**src/rtl/fps_pkg.sv**
```systemverilog
package fps_pkg;
  // Protection byte location and codes
  localparam logic [14:0] SEC_ADDR     = 15'h7fff;
  localparam logic [7:0]  SEC_ON       = 8'h50;
  localparam logic [7:0]  SEC_OFF0     = 8'h00;
  localparam logic [7:0]  SEC_OFF1     = 8'hff;
  localparam logic [7:0]  READ_BLOCKED = 8'hff;
  // Function codes
  localparam logic [3:0]  FC_RESET = 4'h0;
  localparam logic [3:0]  FC_BYTE  = 4'h5;
  localparam logic [3:0]  FC_PAGE  = 4'hc;
  localparam logic [3:0]  FC_BLOCK = 4'h3;
  localparam logic [3:0]  FC_FULL  = 4'ha;
  // Boot ROM routine entry addresses
  localparam logic [15:0] CALL_BYTE  = 16'hffad;
  localparam logic [15:0] CALL_PAGE  = 16'hffaa;
  localparam logic [15:0] CALL_BLOCK = 16'hffa5;
  localparam logic [15:0] CALL_FULL  = 16'hffa0;
  // Parallel select lines {p2.7, p2.6, p3.7, p3.6}
  localparam logic [3:0]  SEL_ERASE  = 4'hd;
  localparam logic [3:0]  SEL_PROG   = 4'hb;
  localparam logic [2:0]  SEL_VERIFY = 3'h3;
  localparam logic [2:0]  SEL_SIG    = 3'h0;
  localparam logic [14:0] SIG_ADDR0  = 15'h0030;
  localparam logic [14:0] SIG_ADDR1  = 15'h0031;
  // Identification bytes: values arbitrary
  localparam logic [7:0]  ID0_DEFAULT = 8'ha5;
  localparam logic [7:0]  ID1_DEFAULT = 8'h3c;
  // Record kinds
  localparam logic [7:0]  REC_DATA = 8'h00;
  localparam logic [7:0]  REC_END  = 8'h01;
  // Timing
  localparam int CLK_MHZ    = 100;
  localparam int T_WRITE_US = 2500;
  localparam int T_ERASE_US = 5000;
  localparam int WRITE_CYC  = T_WRITE_US * CLK_MHZ;
  localparam int ERASE_CYC  = T_ERASE_US * CLK_MHZ;
  localparam int TW         = 20;
  localparam int BW         = 16;

  typedef enum logic [2:0] {
    OP_NONE  = 3'b000,
    OP_WRITE = 3'b001,
    OP_PAGE  = 3'b010,
    OP_BLOCK = 3'b011,
    OP_FULL  = 3'b100
  } fps_op_e;

  typedef enum logic [1:0] {
    ST_IDLE = 2'b00,
    ST_BUSY = 2'b01,
    ST_DONE = 2'b10
  } fps_state_e;

  typedef struct packed {
    fps_op_e     op;
    logic [14:0] addr;
    logic [7:0]  data;
  } fps_flash_cmd_s;
endpackage

```
**src/rtl/fps_flash_program_security_ctrl.sv**
```systemverilog
`timescale 1ns/1ps
// Function
// - Top byte 50h secures; 00h/FFh do not
// - Secure: external code reads return no data
// - Secure: foreign code writes only full-erase code
// - Full erase completion clears protection
// - Secure: parallel program/verify refused, erase allowed
// - Protection latched only at reset
// - Select-line codes pick erase/program/verify/signature
// - Read data driven only while enable low
// - Port mapping of data and address bits
// - Identification bytes at 30h and 31h
// - Boot strap sets both boot selects
// - Boot serial uses receive and transmit pins
// - Baud measured from first colon
// - Programming starts only on valid first record
// - Secure serial session starts with full erase
// - Pause host during erase or write
// - Failed session halts until reset
// - Byte write call with code 5h, readback
// - High-voltage flag set during operation
module fps_flash_program_security_ctrl
  import fps_pkg::*;
#(
  parameter int          P_WRITE_CYC = WRITE_CYC,
  parameter int          P_ERASE_CYC = ERASE_CYC,
  parameter logic [7:0]  P_ID0       = ID0_DEFAULT,
  parameter logic [7:0]  P_ID1       = ID1_DEFAULT
)(
  input  wire logic           i_clk,
  input  wire logic           i_rst_n,
  input  wire logic           i_ce,
  input  wire logic [7:0]     i_sec_byte,
  input  wire logic           i_rst_pin,
  input  wire logic           i_pss_n,
  input  wire logic           i_ea_n,
  input  wire logic [3:0]     i_sel,
  input  wire logic           i_we_n,
  input  wire logic [7:0]     i_p0_in,
  input  wire logic [7:0]     i_p1,
  input  wire logic [5:0]     i_p2_lo,
  input  wire logic           i_p3_4,
  output logic [7:0]          o_p0_out,
  output logic                o_p0_oe,
  input  wire logic [7:0]     i_flash_rdata,
  input  wire logic           i_code_rd_ext,
  output logic [7:0]          o_code_rdata,
  input  wire logic           i_fc_wr,
  input  wire logic [3:0]     i_fc_wdata,
  input  wire logic           i_fc_src_int,
  output logic [3:0]          o_flash_function_code,
  input  wire logic           i_call,
  input  wire logic [15:0]    i_call_addr,
  input  wire logic [15:0]    i_pointer_register,
  input  wire logic [7:0]     i_call_acc,
  output fps_flash_cmd_s      o_flash_cmd,
  output logic                o_flash_go,
  output logic                o_high_voltage_flag,
  output logic                o_op_done,
  output logic [7:0]          o_readback,
  output logic                o_sec_active,
  output logic                o_boot_select_hi,
  output logic                o_boot_select_lo,
  output logic                o_boot_mode,
  input  wire logic           i_rxd,
  input  wire logic           i_tx_bit,
  output logic                o_txd,
  output logic [BW-1:0]       o_baud_div,
  output logic                o_baud_valid,
  input  wire logic           i_rec_valid,
  input  wire logic [7:0]     i_record_kind_field,
  output logic                o_prog_allowed,
  output logic                o_full_erase_first,
  output logic                o_xoff,
  input  wire logic           i_session_fail,
  output logic                o_halted
);

  function automatic fps_op_e fps_call_op(input logic [3:0] fc, input logic [15:0] addr);
    fps_op_e op;
    op = OP_NONE;
    if (fc == FC_BYTE && addr == CALL_BYTE) op = OP_WRITE;
    if (fc == FC_PAGE && addr == CALL_PAGE) op = OP_PAGE;
    if (fc == FC_BLOCK && addr == CALL_BLOCK) op = OP_BLOCK;
    if (fc == FC_FULL && addr == CALL_FULL) op = OP_FULL;
    return op;
  endfunction

  logic           rst_s1;
  logic           rst_n_s;
  logic           captured;
  logic           we_q;
  logic           rx_q;
  logic           baud_run;
  logic           rec_seen;
  logic [BW-1:0]  baud_cnt;
  logic [TW-1:0]  cnt;
  fps_state_e     st;

  // Two-stage release of the reset
  always_ff @(posedge i_clk or negedge i_rst_n)
    if (!i_rst_n)
    begin
      rst_s1  <= 1'b0;
      rst_n_s <= 1'b0;
    end
    else
    begin
      rst_s1  <= 1'b1;
      rst_n_s <= rst_s1;
    end

  wire cap_now    = i_ce && !captured;
  wire boot_strap = !i_pss_n && !i_ea_n;
  wire par_entry  = i_rst_pin && !i_pss_n && i_ea_n;
  wire [14:0] par_addr = {i_p3_4, i_p2_lo, i_p1};
  wire sel_erase  = par_entry && i_sel == SEL_ERASE;
  wire sel_prog   = par_entry && i_sel == SEL_PROG && !o_sec_active;
  wire sel_verify = par_entry && i_sel[2:0] == SEL_VERIFY && !o_sec_active;
  wire sel_sig    = par_entry && i_sel[2:0] == SEL_SIG;
  wire rd_en      = (sel_verify || sel_sig) && !i_sel[3];
  wire we_fall    = we_q && !i_we_n;
  wire fc_accept  = i_fc_wr && (!o_sec_active || i_fc_src_int || i_fc_wdata == FC_FULL);
  wire [7:0] sig_data = (par_addr == SIG_ADDR0) ? P_ID0 :
                        (par_addr == SIG_ADDR1) ? P_ID1 : 8'h00;
  wire [7:0] rd_data  = sel_sig ? sig_data : i_flash_rdata;
  wire fps_op_e par_op  = (we_fall && sel_erase) ? OP_FULL :
                          (we_fall && sel_prog) ? OP_WRITE : OP_NONE;
  wire fps_op_e call_op = i_call ? fps_call_op(o_flash_function_code, i_call_addr) : OP_NONE;
  wire fps_op_e start_op = (par_op != OP_NONE) ? par_op : call_op;
  wire start    = st == ST_IDLE && start_op != OP_NONE;
  wire [TW-1:0] start_cnt = (start_op == OP_WRITE) ? TW'(P_WRITE_CYC - 1) : TW'(P_ERASE_CYC - 1);
  wire [14:0] start_addr  = (par_op != OP_NONE) ? par_addr : i_pointer_register[14:0];
  wire [7:0]  start_data  = (par_op != OP_NONE) ? i_p0_in : i_call_acc;
  wire rx_fall  = o_boot_mode && rx_q && !i_rxd;
  wire rx_rise  = !rx_q && i_rxd;

  always_ff @(posedge i_clk or negedge rst_n_s)
    if (!rst_n_s)
    begin
      captured         <= 1'b0;
      o_sec_active     <= 1'b0;
      o_boot_select_hi <= 1'b0;
      o_boot_select_lo <= 1'b0;
      o_boot_mode      <= 1'b0;
    end
    else if (i_ce)
    begin
      if (cap_now)
      begin
        captured         <= 1'b1;
        o_sec_active     <= i_sec_byte == SEC_ON;
        o_boot_select_hi <= boot_strap;
        o_boot_select_lo <= boot_strap;
        o_boot_mode      <= boot_strap;
      end
      else if (st == ST_DONE && o_flash_cmd.op == OP_FULL)
        o_sec_active <= 1'b0;
    end

  // Operation sequencer; timing is internal, the pulse only starts it
  always_ff @(posedge i_clk or negedge rst_n_s)
    if (!rst_n_s)
    begin
      st                  <= ST_IDLE;
      cnt                 <= '0;
      o_flash_cmd         <= '0;
      o_flash_go          <= 1'b0;
      o_high_voltage_flag <= 1'b0;
      o_op_done           <= 1'b0;
      o_readback          <= 8'h00;
    end
    else if (i_ce)
    begin
      o_flash_go <= start;
      o_op_done  <= st == ST_DONE;
      case (st)
        ST_IDLE:
          if (start)
          begin
            st                  <= ST_BUSY;
            cnt                 <= start_cnt;
            o_flash_cmd         <= '{op: start_op, addr: start_addr, data: start_data};
            o_high_voltage_flag <= 1'b1;
          end
        ST_BUSY:
          if (cnt == '0)
          begin
            st                  <= ST_DONE;
            o_high_voltage_flag <= 1'b0;
          end
          else
            cnt <= cnt - 1'b1;
        ST_DONE:
        begin
          st         <= ST_IDLE;
          o_readback <= i_flash_rdata;
        end
        default:
          st <= ST_IDLE;
      endcase
    end

  always_ff @(posedge i_clk or negedge rst_n_s)
    if (!rst_n_s)
    begin
      we_q                  <= 1'b1;
      rx_q                  <= 1'b1;
      o_flash_function_code <= FC_RESET;
      o_code_rdata          <= 8'h00;
      o_p0_out              <= 8'h00;
      o_p0_oe               <= 1'b0;
    end
    else if (i_ce)
    begin
      we_q    <= i_we_n;
      rx_q    <= i_rxd;
      o_p0_oe <= rd_en;
      if (rd_en)
        o_p0_out <= rd_data;
      if (fc_accept)
        o_flash_function_code <= i_fc_wdata;
      o_code_rdata <= (o_sec_active && i_code_rd_ext) ? READ_BLOCKED : i_flash_rdata;
    end

  // Boot serial side: first low run of the colon spans start bit plus bit 0
  always_ff @(posedge i_clk or negedge rst_n_s)
    if (!rst_n_s)
    begin
      baud_run           <= 1'b0;
      baud_cnt           <= '0;
      o_baud_div         <= '0;
      o_baud_valid       <= 1'b0;
      o_txd              <= 1'b1;
      rec_seen           <= 1'b0;
      o_prog_allowed     <= 1'b0;
      o_full_erase_first <= 1'b0;
      o_xoff             <= 1'b0;
      o_halted           <= 1'b0;
    end
    else if (i_ce)
    begin
      o_txd <= o_boot_mode ? i_tx_bit : 1'b1;
      if (rx_fall && !o_baud_valid && !baud_run)
      begin
        baud_run <= 1'b1;
        baud_cnt <= {{(BW-1){1'b0}}, 1'b1};                                            // Edge cycle is low too
      end
      else if (baud_run && rx_rise)
      begin
        baud_run     <= 1'b0;
        o_baud_valid <= 1'b1;
        o_baud_div   <= {1'b0, baud_cnt[BW-1:1]};
      end
      else if (baud_run && baud_cnt != '1)
        baud_cnt <= baud_cnt + 1'b1;
      if (o_boot_mode && i_rec_valid && !rec_seen)
      begin
        rec_seen       <= 1'b1;
        o_prog_allowed <= i_record_kind_field == REC_DATA || i_record_kind_field == REC_END;
      end
      o_full_erase_first <= o_boot_mode && o_sec_active;
      o_xoff             <= o_boot_mode && (st == ST_BUSY);
      if (o_boot_mode && i_session_fail)
        o_halted <= 1'b1;
    end
endmodule

```
**config.mk**
```make
export PLATFORM = sky130hd
export DESIGN_NAME = fps_flash_program_security_ctrl
export DESIGN_NICKNAME = d
export VERILOG_FILES = /design/src/rtl/fps_pkg.sv /design/src/rtl/fps_flash_program_security_ctrl.sv
export SDC_FILE = /design/constraint.sdc
export NUM_CORES = 1
export LEC_CHECK = 0
export BUFFER_PORTS_ARGS = -buffer_cell sky130_fd_sc_hd__buf_2
export CORE_MARGIN = 2
export CORE_UTILIZATION = 45
export DETAILED_ROUTE_END_ITERATION = 8
export PLACE_DENSITY_LB_ADDON = 0.1
export SYNTH_ARGS = -nofsm -noshare
export SYNTH_HDL_FRONTEND = slang
export SYNTH_SLANG_ARGS = --single-unit
```
**constraint.sdc**
```tcl
create_clock -name i_clk -period 4.9 [get_ports i_clk]
set_input_delay 0.98 -clock i_clk [delete_from_list [all_inputs] [get_ports i_clk]]
set_output_delay 0.98 -clock i_clk [all_outputs]
set_load 0.02 [all_outputs]
```
==> reports/qor.txt, run 1 <==
Status = complete, no violations
Tmin final = 2.96 ns
# resized after CTS = 0
Pwr Density = 406 nW/um^2
Synth cell types = 63
Seq/Total Area, Yosys = 0.524
Ranking of synthesized cells by area = dfrtp_1, o21ai_0, mux2_2, nor2_1, mux2i_1
Mapped Area = 6020 um^2
H-tree level count = 4
Clock root buffer = clkbuf_16
Worst path cell trace = buf_2 > nor2b_1 > o41a_1 > o41ai_4 > or4_1 > o311ai_1
Final cell count without fillers = 969
Hold_buf cts = 0
Most frequent cells in the layout = buf_2, dfrtp_1, o21ai_0
Clock skew = 0.00523 ns
Final setup fails = 0
Die X = 120 um
GR Overflow Total = 0
MaxCap Viol Count = 0
Cell taking the most area after synthesis = dfrtp_1
CTS tree = yes
Slew margin rel. = 0.280
Die height = 120 um
Ports = 194
Count of state elements after synthesis = 126
Total chip power = 3.18 mW
Slowest CP cell = or4_1
Overall Global Routing Usage = 0.221
CP max FO = 40
Fmax = 338 MHz
CP Data Required Time = 5.21 ns
Slew @ Worst Pin = 1.08 ns
Synth async-reset ratio = 1.00
Initial Util = 0.458
Clk buf depth = 2
Worst-Skew Late Latency = 0.42 ns
HPWL Detailed = 11100 um
Routability Congestion = 0.870
Final nets = 892
EDFF count, synth = 0
Post-CTS Setup Bufs = 0
Hold Path Class = in2async
RSZ-0062 raised after global routing = false
Ant diodes = 0
Final Hold Viols = 0
Synth Instances = 592
Synthesized area per cell = 10.2 um^2
Total nets after synthesis = 704
Vias per cell = 5.33
First-pass GRT wire length = 25000 um
Post-Place Cells = 937
First-pass iteration count of the detailed router = 5
Commonest non-fill, non-tap cell in the layout = buf_2
Largest stage delay on the critical path = 0.63 ns
Clock Sinks = 126
Synthesis-to-layout area growth = 30.2%
Fin. max-slew vios = 0
Wire per inst = 15.8 um
CTS clk-pin slew, worst paths = 0.05 ns
CTS Buf Count = 17
Leakage = 3.78 nW
Fin crit share = 0.605
Layout cells sized above 1 = 0.344
Crit path DAT = 3.28 ns
Peak VDD IR = 311 uV
Initial antenna violation count = 0
Vias after detailed routing = 5166
CP startpoint kind = primary input
Yosys top cell area share = 0.511
Ys Warns = 0
Die ar. = 14300 um^2
# rows = 42
Via count of the first global-routing pass = 4987
Setup TNS Final = 0 ns
Hold slack = 0.338 ns
Drt drc = 0
Port bufs = 190
DRT antenna net count = 0
Routed WL = 15300 um
Main synth FF type = dfrtp_1
Kind of critical path = in2reg
Worst Setup End Kind = flop
Largest net degree at the start of global routing = 72
Core area = 13100 um^2
Initial DRC count = 289
[cell families after synthesis]
logic type	count (synthesis)	synth area share
and+or+nand+nor	223	0.191
AOI/OAI and AO/OA	132	0.134
DFF	126	0.524
muxes	54	0.0960
buffers and inverters	39	0.0295
xor gates and xnor gates	14	0.0204
adders and majority gates	2	0.00415
other	2	0.00125
[flip-flops by register name, indices dropped and copies added (netlist names), 2 cells and up]
signal,count
o_baud_div,15
o_flash_cmd,26
cnt,20
o_flash_function_code,4
o_readback,8
baud_cnt,16
o_p0_out,8
st,2
o_code_rdata,8
[per-layer routing]
metal  share of wire  track usage
met2            0.49        0.351
met5               0            0
met3           0.041       0.0575
met1            0.44        0.287
met4           0.023       0.0963
[power breakdown]
part           internal [mW]  switching, mW  total, mW
Combinational          0.174          0.240      0.414
Sequential              1.15          0.126       1.28
Clock                   1.05          0.437       1.49
Total                   2.38          0.803       3.18
[worst paths after layout]
kind                                                       from                  endpoint  slack (ns)  depth (start not counted)
max in group asynchronous                     rst_n_s$_DFF_PN0_  o_baud_valid$_DFFE_PN0P_        3.16                          1
hold / removal                                          i_rst_n          rst_s1$_DFF_PN0_        0.34                          1
min in group i_clk                             rst_s1$_DFF_PN0_         rst_n_s$_DFF_PN0_        0.35                          0
setup reg to reg           o_flash_function_code[0]$_DFFE_PN0P_       cnt[12]$_DFFE_PN0P_        2.32                          6
setup / recovery                                           i_ce       cnt[12]$_DFFE_PN0P_        1.94                          6
hold reg to reg                                rst_s1$_DFF_PN0_         rst_n_s$_DFF_PN0_        0.35                          0
[worst max-delay path: cells and delay by family]
kind            cells  cell delay, ns
compound gates      3            0.71
buf+inv             1            0.55
simple gates        2            1.03
[synthesized netlist by cell type, types with 7 or more instances]
| cell | instances |
|---|---|
| nand3_1 | 13 |
| inv_1 | 14 |
| xor2_1 | 14 |
| nor4_1 | 10 |
| nand4_1 | 10 |
| mux2i_1 | 24 |
| nand2b_1 | 7 |
| buf_2 | 7 |
| clkbuf_1 | 11 |
| nand2_1 | 61 |
| mux2_2 | 30 |
| o21ai_0 | 69 |
| a21oi_1 | 25 |
| nor2_1 | 66 |
| nor3_1 | 13 |
| dfrtp_1 | 123 |
[per-stage QoR]
step / util / instance area, um^2 / setup WS (ns)
final: 0.597 / 7840 / 1.94
after global routing: 0.597 / 7840 / 1.79
after CTS: 0.597 / 7840 / 1.97
after detailed placement: 0.543 / 7130 / 1.52
after global placement: 0.543 / 7130 / 1.57
after floorplan: - / 6020 / 1.13
[final cells by class]
cell class / instances / area, um^2
flip-flops and latches: 126 / 3160
clock inverters: 9 / 228
well taps: 176 / 220
fillers: 1167 / 5300
repair buffers: 194 / 981
inverters: 14 / 52.6
clock buffers: 23 / 478
multi-input cells: 427 / 2720
Power figures use the tool's default switching activity.
==> run 2, diff against run 1 <==
Clock period 4.9 ns to 2.7 ns, I/O delays scaled along.
==> run 2 against run 1 <==
  * Clock-buffer cell count shrank 1
  * Setup slack lost 1.7 ns
  * Combinational power grew 86%
  * Via count grew 0.29%
  * Worst hold slack is essentially flat
==> reports/qor.txt, run 2 (synthesis gave the netlist of run 1 again) <==
Status = complete, no violations
Hold endpoint = o_txd$_DFFE_PN1P_
Die ar. = 14300 um^2 (unchanged)
RSZ-0062 raised after global routing = false
R2r setup slk = 0.20 ns (-2.12 ns)
Crit path DAT = 2.79 ns (-0.49 ns)
Die height = 120 um (unchanged)
Hold_buf cts = 1 (+1)
Final cell count without fillers = 980 (+1.1%)
RR Endpoint = cnt[17]$_DFFE_PN0P_
Final core utilization = 0.596 (about the same)
Pwr Density = 682 nW/um^2 (+68%)
Total chip power = 5.34 mW (+68%)
Slew margin rel. = 0.439 (+0.159)
# resized after CTS = 0 (unchanged)
Wire per inst = 16.2 um (+2.4%)
CTS Buf Count = 17 (unchanged)
Max FFs per register = 26 (unchanged)
DRT antenna net count = 0 (unchanged)
Routed WL = 15800 um (+3.6%)
Ant diodes = 0 (unchanged)
MaxCap Viol Count = 0 (unchanged)
Post-Place Cells = 950 (+1.4%)
Clk buf depth = 2 (unchanged)
Initial Util = 0.458 (unchanged)
CP startpoint kind = flop
Worst hold path startpoint = i_tx_bit
Via count of the first global-routing pass = 5161 (+3.5%)
Vias after detailed routing = 5181 (+0.29%)
Tmin final = 2.50 ns
Post-CTS Setup Bufs = 0 (unchanged)
Core area = 13100 um^2 (unchanged)
Routability Congestion = 0.889 (+2.2%)
Die X = 120 um (unchanged)
Drt drc = 0 (unchanged)
Worst hold path cell count = 2
Worst-Skew Late Latency = 0.41 ns (about the same)
Clock skew = 0.00840 ns (+0.00317 ns)
Layout cells sized above 1 = 0.352 (+0.00773)
Clock Sinks = 126 (unchanged)
Worst path cell trace = inv_1 > ha_1 > nor4b_4 > nand4_2 > o41a_1 > o41ai_2 > buf_4 > a21oi_1 > o22a_1
# rows = 42 (unchanged)
Final nets = 906 (+1.6%)
Largest stage delay on the critical path = 0.42 ns (-0.21 ns)
Most frequent cells in the layout = buf_2, dfrtp_1, o21ai_0
Most flops, register = o_flash_cmd
Largest net degree at the start of global routing = 62 (-14%)
First-pass iteration count of the detailed router = 5 (unchanged)
Slew @ Worst Pin = 0.840 ns (-0.237 ns)
Clock root buffer = clkbuf_16
Commonest non-fill, non-tap cell in the layout = buf_2
Hold Path Class = in2reg
CP max FO = 20 (-50%)
Setup TNS Final = 0 ns (unchanged)
HPWL Detailed = 11700 um (+5.5%)
Leakage = 3.80 nW (+0.49%)
CTS clk-pin slew, worst paths = 0.05 ns (about the same)
# fillers = 1194 (+2.3%)
Synthesis-to-layout area growth = 30.1% (about the same)
Overall Global Routing Usage = 0.227 (+0.00634)
Reg2reg path depth = 9 (+3)
Hold slack = 0.338 ns (+0.000260 ns)
Initial DRC count = 212 (-27%)
Ports = 194 (unchanged)
Final setup fails = 0 (unchanged)
Fin. max-slew vios = 0 (unchanged)
Fin crit share = 0.924
CTS tree = yes
Worst Setup End Kind = flop
Kind of critical path = reg2reg
Final Hold Viols = 0 (unchanged)
FF-to-FF Start = cnt[0]$_DFFE_PN0P_
Fmax = 401 MHz
First-pass GRT wire length = 25700 um (+3.0%)
GR Overflow Total = 0 (unchanged)
Vias per cell = 5.29 (-0.84%)
Port bufs = 190 (unchanged)
Slowest CP cell = o41a_1
Initial antenna violation count = 0 (unchanged)
H-tree level count = 4 (unchanged)
Largest regs = o_flash_cmd (26), cnt (20), baud_cnt (16)
Peak VDD IR = 424 uV (+36%)
CP Data Required Time = 3.00 ns (-2.21 ns)
run 2: cell count changes in the layout (fill, tap and decap cells not counted):
cell / previous run / this run
clkbuf_8: 3 / 2
o41ai_2: 0 / 1
clkinv_2: 0 / 3
buf_4: 4 / 15
o41ai_4: 1 / 0
inv_6: 1 / 0
dlygate4sd3_1: 0 / 1
bufinv_16: 7 / 3
buf_12: 0 / 2
run 2: critical path: cells and delay by family (launching register included):
family / cells / cell delay (ns)
flip-flops: 1 / 0.41
AO/OA/AOI/OAI: 4 / 0.81
buffers and inverters: 2 / 0.37
AND/OR/NAND/NOR: 2 / 0.55
adder cells (fa/ha/maj): 1 / 0.22
run 2: metal layers:
layer / track usage / share of wire
met4: 0.0676 / 0.018
met1: 0.291 / 0.43
met5: 0 / 0
met2: 0.384 / 0.51
met3: 0.0566 / 0.045
run 2: how the worst max path moves through the flow:
stage,startpoint,end,slack [ns],depth (start not counted)
after CTS,cnt[0]$_DFFE_PN0P_,cnt[17]$_DFFE_PN0P_,0.24,9
after detailed placement,i_pss_n,cnt[8]$_DFFE_PN0P_,0.16,7
final,cnt[0]$_DFFE_PN0P_,cnt[17]$_DFFE_PN0P_,0.20,9
after global placement,i_pss_n,cnt[8]$_DFFE_PN0P_,0.22,7
after global routing,cnt[0]$_DFFE_PN0P_,cnt[17]$_DFFE_PN0P_,0.1,9
after floorplan,i_call_addr[6],cnt[12]$_DFFE_PN0P_,0.56,6
run 2: layout make-up:
| type | instances | area [um^2] | area share |
|---|---|---|---|
| multi-input combinational | 427 | 2710 | 0.346 |
| clock buffer | 22 | 464 | 0.0593 |
| clock inverter | 7 | 114 | 0.0145 |
| inverter | 14 | 52.6 | 0.00671 |
| timing repair buffer | 208 | 1110 | 0.142 |
| tap | 176 | 220 | 0.0281 |
| sequential | 126 | 3160 | 0.404 |
run 2: power breakdown:
group,internal (mW),switching [mW],total [mW]
combinational,0.327,0.443,0.770
sequential,2.09,0.224,2.32
clock,1.48,0.770,2.25
run 2: per-stage QoR:
stage                     worst slack, ns  cell area [um^2]
after floorplan                     0.558              6020
after global placement              0.220              7240
after detailed placement            0.159              7240
after CTS                           0.244              7830
after global routing               0.0963              7830
final                               0.204              7830
==> run 3, diff against run 2 <==
Settings changed: MAX_ROUTING_LAYER set to met4.
==> run 3 against run 2 <==
  * Design area unchanged
  * Register-to-register slack about the same
  * Maximum frequency grew 0.34%
  * Largest cell class unchanged
  * Global-route usage up 0.63 points
  * First-iteration DRC count down 3.3%
  * Sequential power barely moved
  * Critical endpoint unchanged
  * Cell count is the same
  * Clock power barely moved
  * Power about the same
==> reports/qor.txt, run 3 (synthesis gave the netlist of run 1 again) <==
CP Data Required Time = 3.00 ns (about the same)
Die X = 120 um (unchanged)
Net Sw Power = 1.44 mW (about the same)
HPWL Detailed = 11700 um (unchanged)
Clk network pwr share = 0.421 (about the same)
# rows = 42 (unchanged)
Final cell count without fillers = 980 (unchanged)
Most flops, register = o_flash_cmd
Overall Global Routing Usage = 0.234 (+0.00633)
H-tree level count = 4 (unchanged)
GR Overflow Total = 0 (unchanged)
Switching Share = 0.269 (about the same)
Clock skew = 0.00757 ns (-0.000828 ns)
First-pass iteration count of the detailed router = 4 (-1)
FF-to-FF Start = cnt[0]$_DFFE_PN0P_
Setup TNS Final = 0 ns (unchanged)
Final core utilization = 0.596 (unchanged)
Leakage = 3.80 nW (unchanged)
Clock Sinks = 126 (unchanged)
Initial antenna violation count = 0 (unchanged)
Finished Cell Area = 7830 um^2 (unchanged)
Slew @ Worst Pin = 0.858 ns (+0.0185 ns)
RR Endpoint = cnt[17]$_DFFE_PN0P_
Worst Setup End Kind = flop
Reg2reg path depth = 9 (unchanged)
Die height = 120 um (unchanged)
Via count of the first global-routing pass = 5159 (-0.039%)
FF/Latch Area = 3160 um^2 (unchanged)
Routability Congestion = 0.904 (+1.7%)
Pre-CTS WS = 0.159 ns (unchanged)
CTS Buf Count = 17 (unchanged)
DRT antenna net count = 0 (unchanged)
MaxCap Viol Count = 0 (unchanged)
Vias after detailed routing = 5176 (-0.097%)
CTS tree = yes
Post-CTS Setup Bufs = 0 (unchanged)
Slew margin rel. = 0.428 (-0.0107)
CTS clk-pin slew, worst paths = 0.05 ns (about the same)
# fillers = 1194 (unchanged)
Combinational Power Share = 0.144 (about the same)
R2r setup slk = 0.21 ns (about the same)
Port bufs = 190 (unchanged)
Crit path DAT = 2.78 ns (about the same)
Ant diodes = 0 (unchanged)
Fin. max-slew vios = 0 (unchanged)
RSZ-0062 raised after global routing = false
Peak VDD IR = 425 uV (+0.24%)
Wire per inst = 16.1 um (-0.20%)
Crit path from = cnt[0]$_DFFE_PN0P_
Total chip power = 5.34 mW (about the same)
Largest regs = o_flash_cmd (26), cnt (20), baud_cnt (16)
Dpl cell area = 7240 um^2 (unchanged)
Largest net degree at the start of global routing = 62 (unchanged)
Vias per cell = 5.28 (about the same)
Final Hold Viols = 0 (unchanged)
Initial Util = 0.458 (unchanged)
Pwr Density = 682 nW/um^2 (about the same)
Routed WL = 15800 um (-0.20%)
Layout cells sized above 1 = 0.352 (unchanged)
Most frequent cells in the layout = buf_2, dfrtp_1, o21ai_0
Max FFs per register = 26 (unchanged)
Drt drc = 0 (unchanged)
Worst Setup EP = cnt[17]$_DFFE_PN0P_
Ports = 194 (unchanged)
Post-Place Cells = 950 (unchanged)
Hold Path Class = in2reg
Commonest non-fill, non-tap cell in the layout = buf_2
Tmin final = 2.49 ns (-0.00849 ns)
Fmax = 402 MHz (+0.34%)
Fin crit share = 0.921 (-0.00314)
Area of the multi-input gates = 2710 um^2 (unchanged)
Core area = 13100 um^2 (unchanged)
Status = complete, no violations
Worst setup margin = 0.213 ns (+0.00849 ns)
Kind of critical path = reg2reg
Final setup fails = 0 (unchanged)
Die ar. = 14300 um^2 (unchanged)
Pint = 3.90 mW (about the same)
Hold slack = 0.340 ns (+0.00161 ns)
CP startpoint kind = flop
Clock root buffer = clkbuf_16
CP max FO = 20 (unchanged)
Worst-Skew Late Latency = 0.41 ns (about the same)
Seq pwr share = 0.434 (about the same)
Clk buf depth = 2 (unchanged)
Initial DRC count = 205 (-3.3%)
Synthesis-to-layout area growth = 30.1% (unchanged)
First-pass GRT wire length = 25800 um (about the same)
Final nets = 906 (unchanged)
[run 3: cell counts in the layout (fill, tap and decap cells not counted)]
Identical to the previous run, type by type.
[run 3: repair_timing]
action,in CTS,in global routing
endpoints found under the hold margin,2,0
hold buffers,1,0
resized for setup,0,0
[run 3: cell type report]
| class | instances | share of cell area |
|---|---|---|
| inverters | 14 | 0.00671 |
| clock buffers | 22 | 0.0593 |
| clock inverters | 7 | 0.0145 |
| repair buffers | 208 | 0.142 |
| flip-flops and latches | 126 | 0.404 |
| well taps | 176 | 0.0281 |
| multi-input cells | 427 | 0.346 |
[run 3: critical path: stages (launching register included)]
cell     delay, ns
dfrtp_1       0.41
inv_1         0.07
ha_1          0.22
nor4b_4       0.37
nand4_2       0.18
o41a_1        0.43
o41ai_2       0.09
buf_4         0.30
a21oi_1       0.07
o22a_1        0.23
[run 3: how the worst min path moves through the flow]
stage / from / end / slack [ns] / cells after the start
after floorplan: i_rst_n / rst_n_s$_DFF_PN0_ / 0.24 / 0
after global placement: i_rst_n / rst_s1$_DFF_PN0_ / 0.33 / 1
after detailed placement: i_rst_n / rst_n_s$_DFF_PN0_ / 0.33 / 1
after CTS: i_tx_bit / o_txd$_DFFE_PN1P_ / 0.33 / 2
after global routing: i_tx_bit / o_txd$_DFFE_PN1P_ / 0.35 / 2
final: i_tx_bit / o_txd$_DFFE_PN1P_ / 0.34 / 2
[run 3: metal layers]
layer | GRT usage | share of wire
met1 | 0.291 | 0.44
met4 | 0.0676 | 0.016
met5 | - | 0
met3 | 0.0537 | 0.039
met2 | 0.384 | 0.51
[run 3: power groups by stage]
stage / Clock (mW) / Combinational, mW / Sequential (mW)
2_1_floorplan: 0 / 0.371 / 2.42
3_3_place_gp: 0 / 0.748 / 2.33
3_5_place_dp: 0 / 0.773 / 2.34
4_1_cts: 2.30 / 0.776 / 2.32
5_1_grt: 2.37 / 0.859 / 2.35
6_report: 2.25 / 0.771 / 2.32
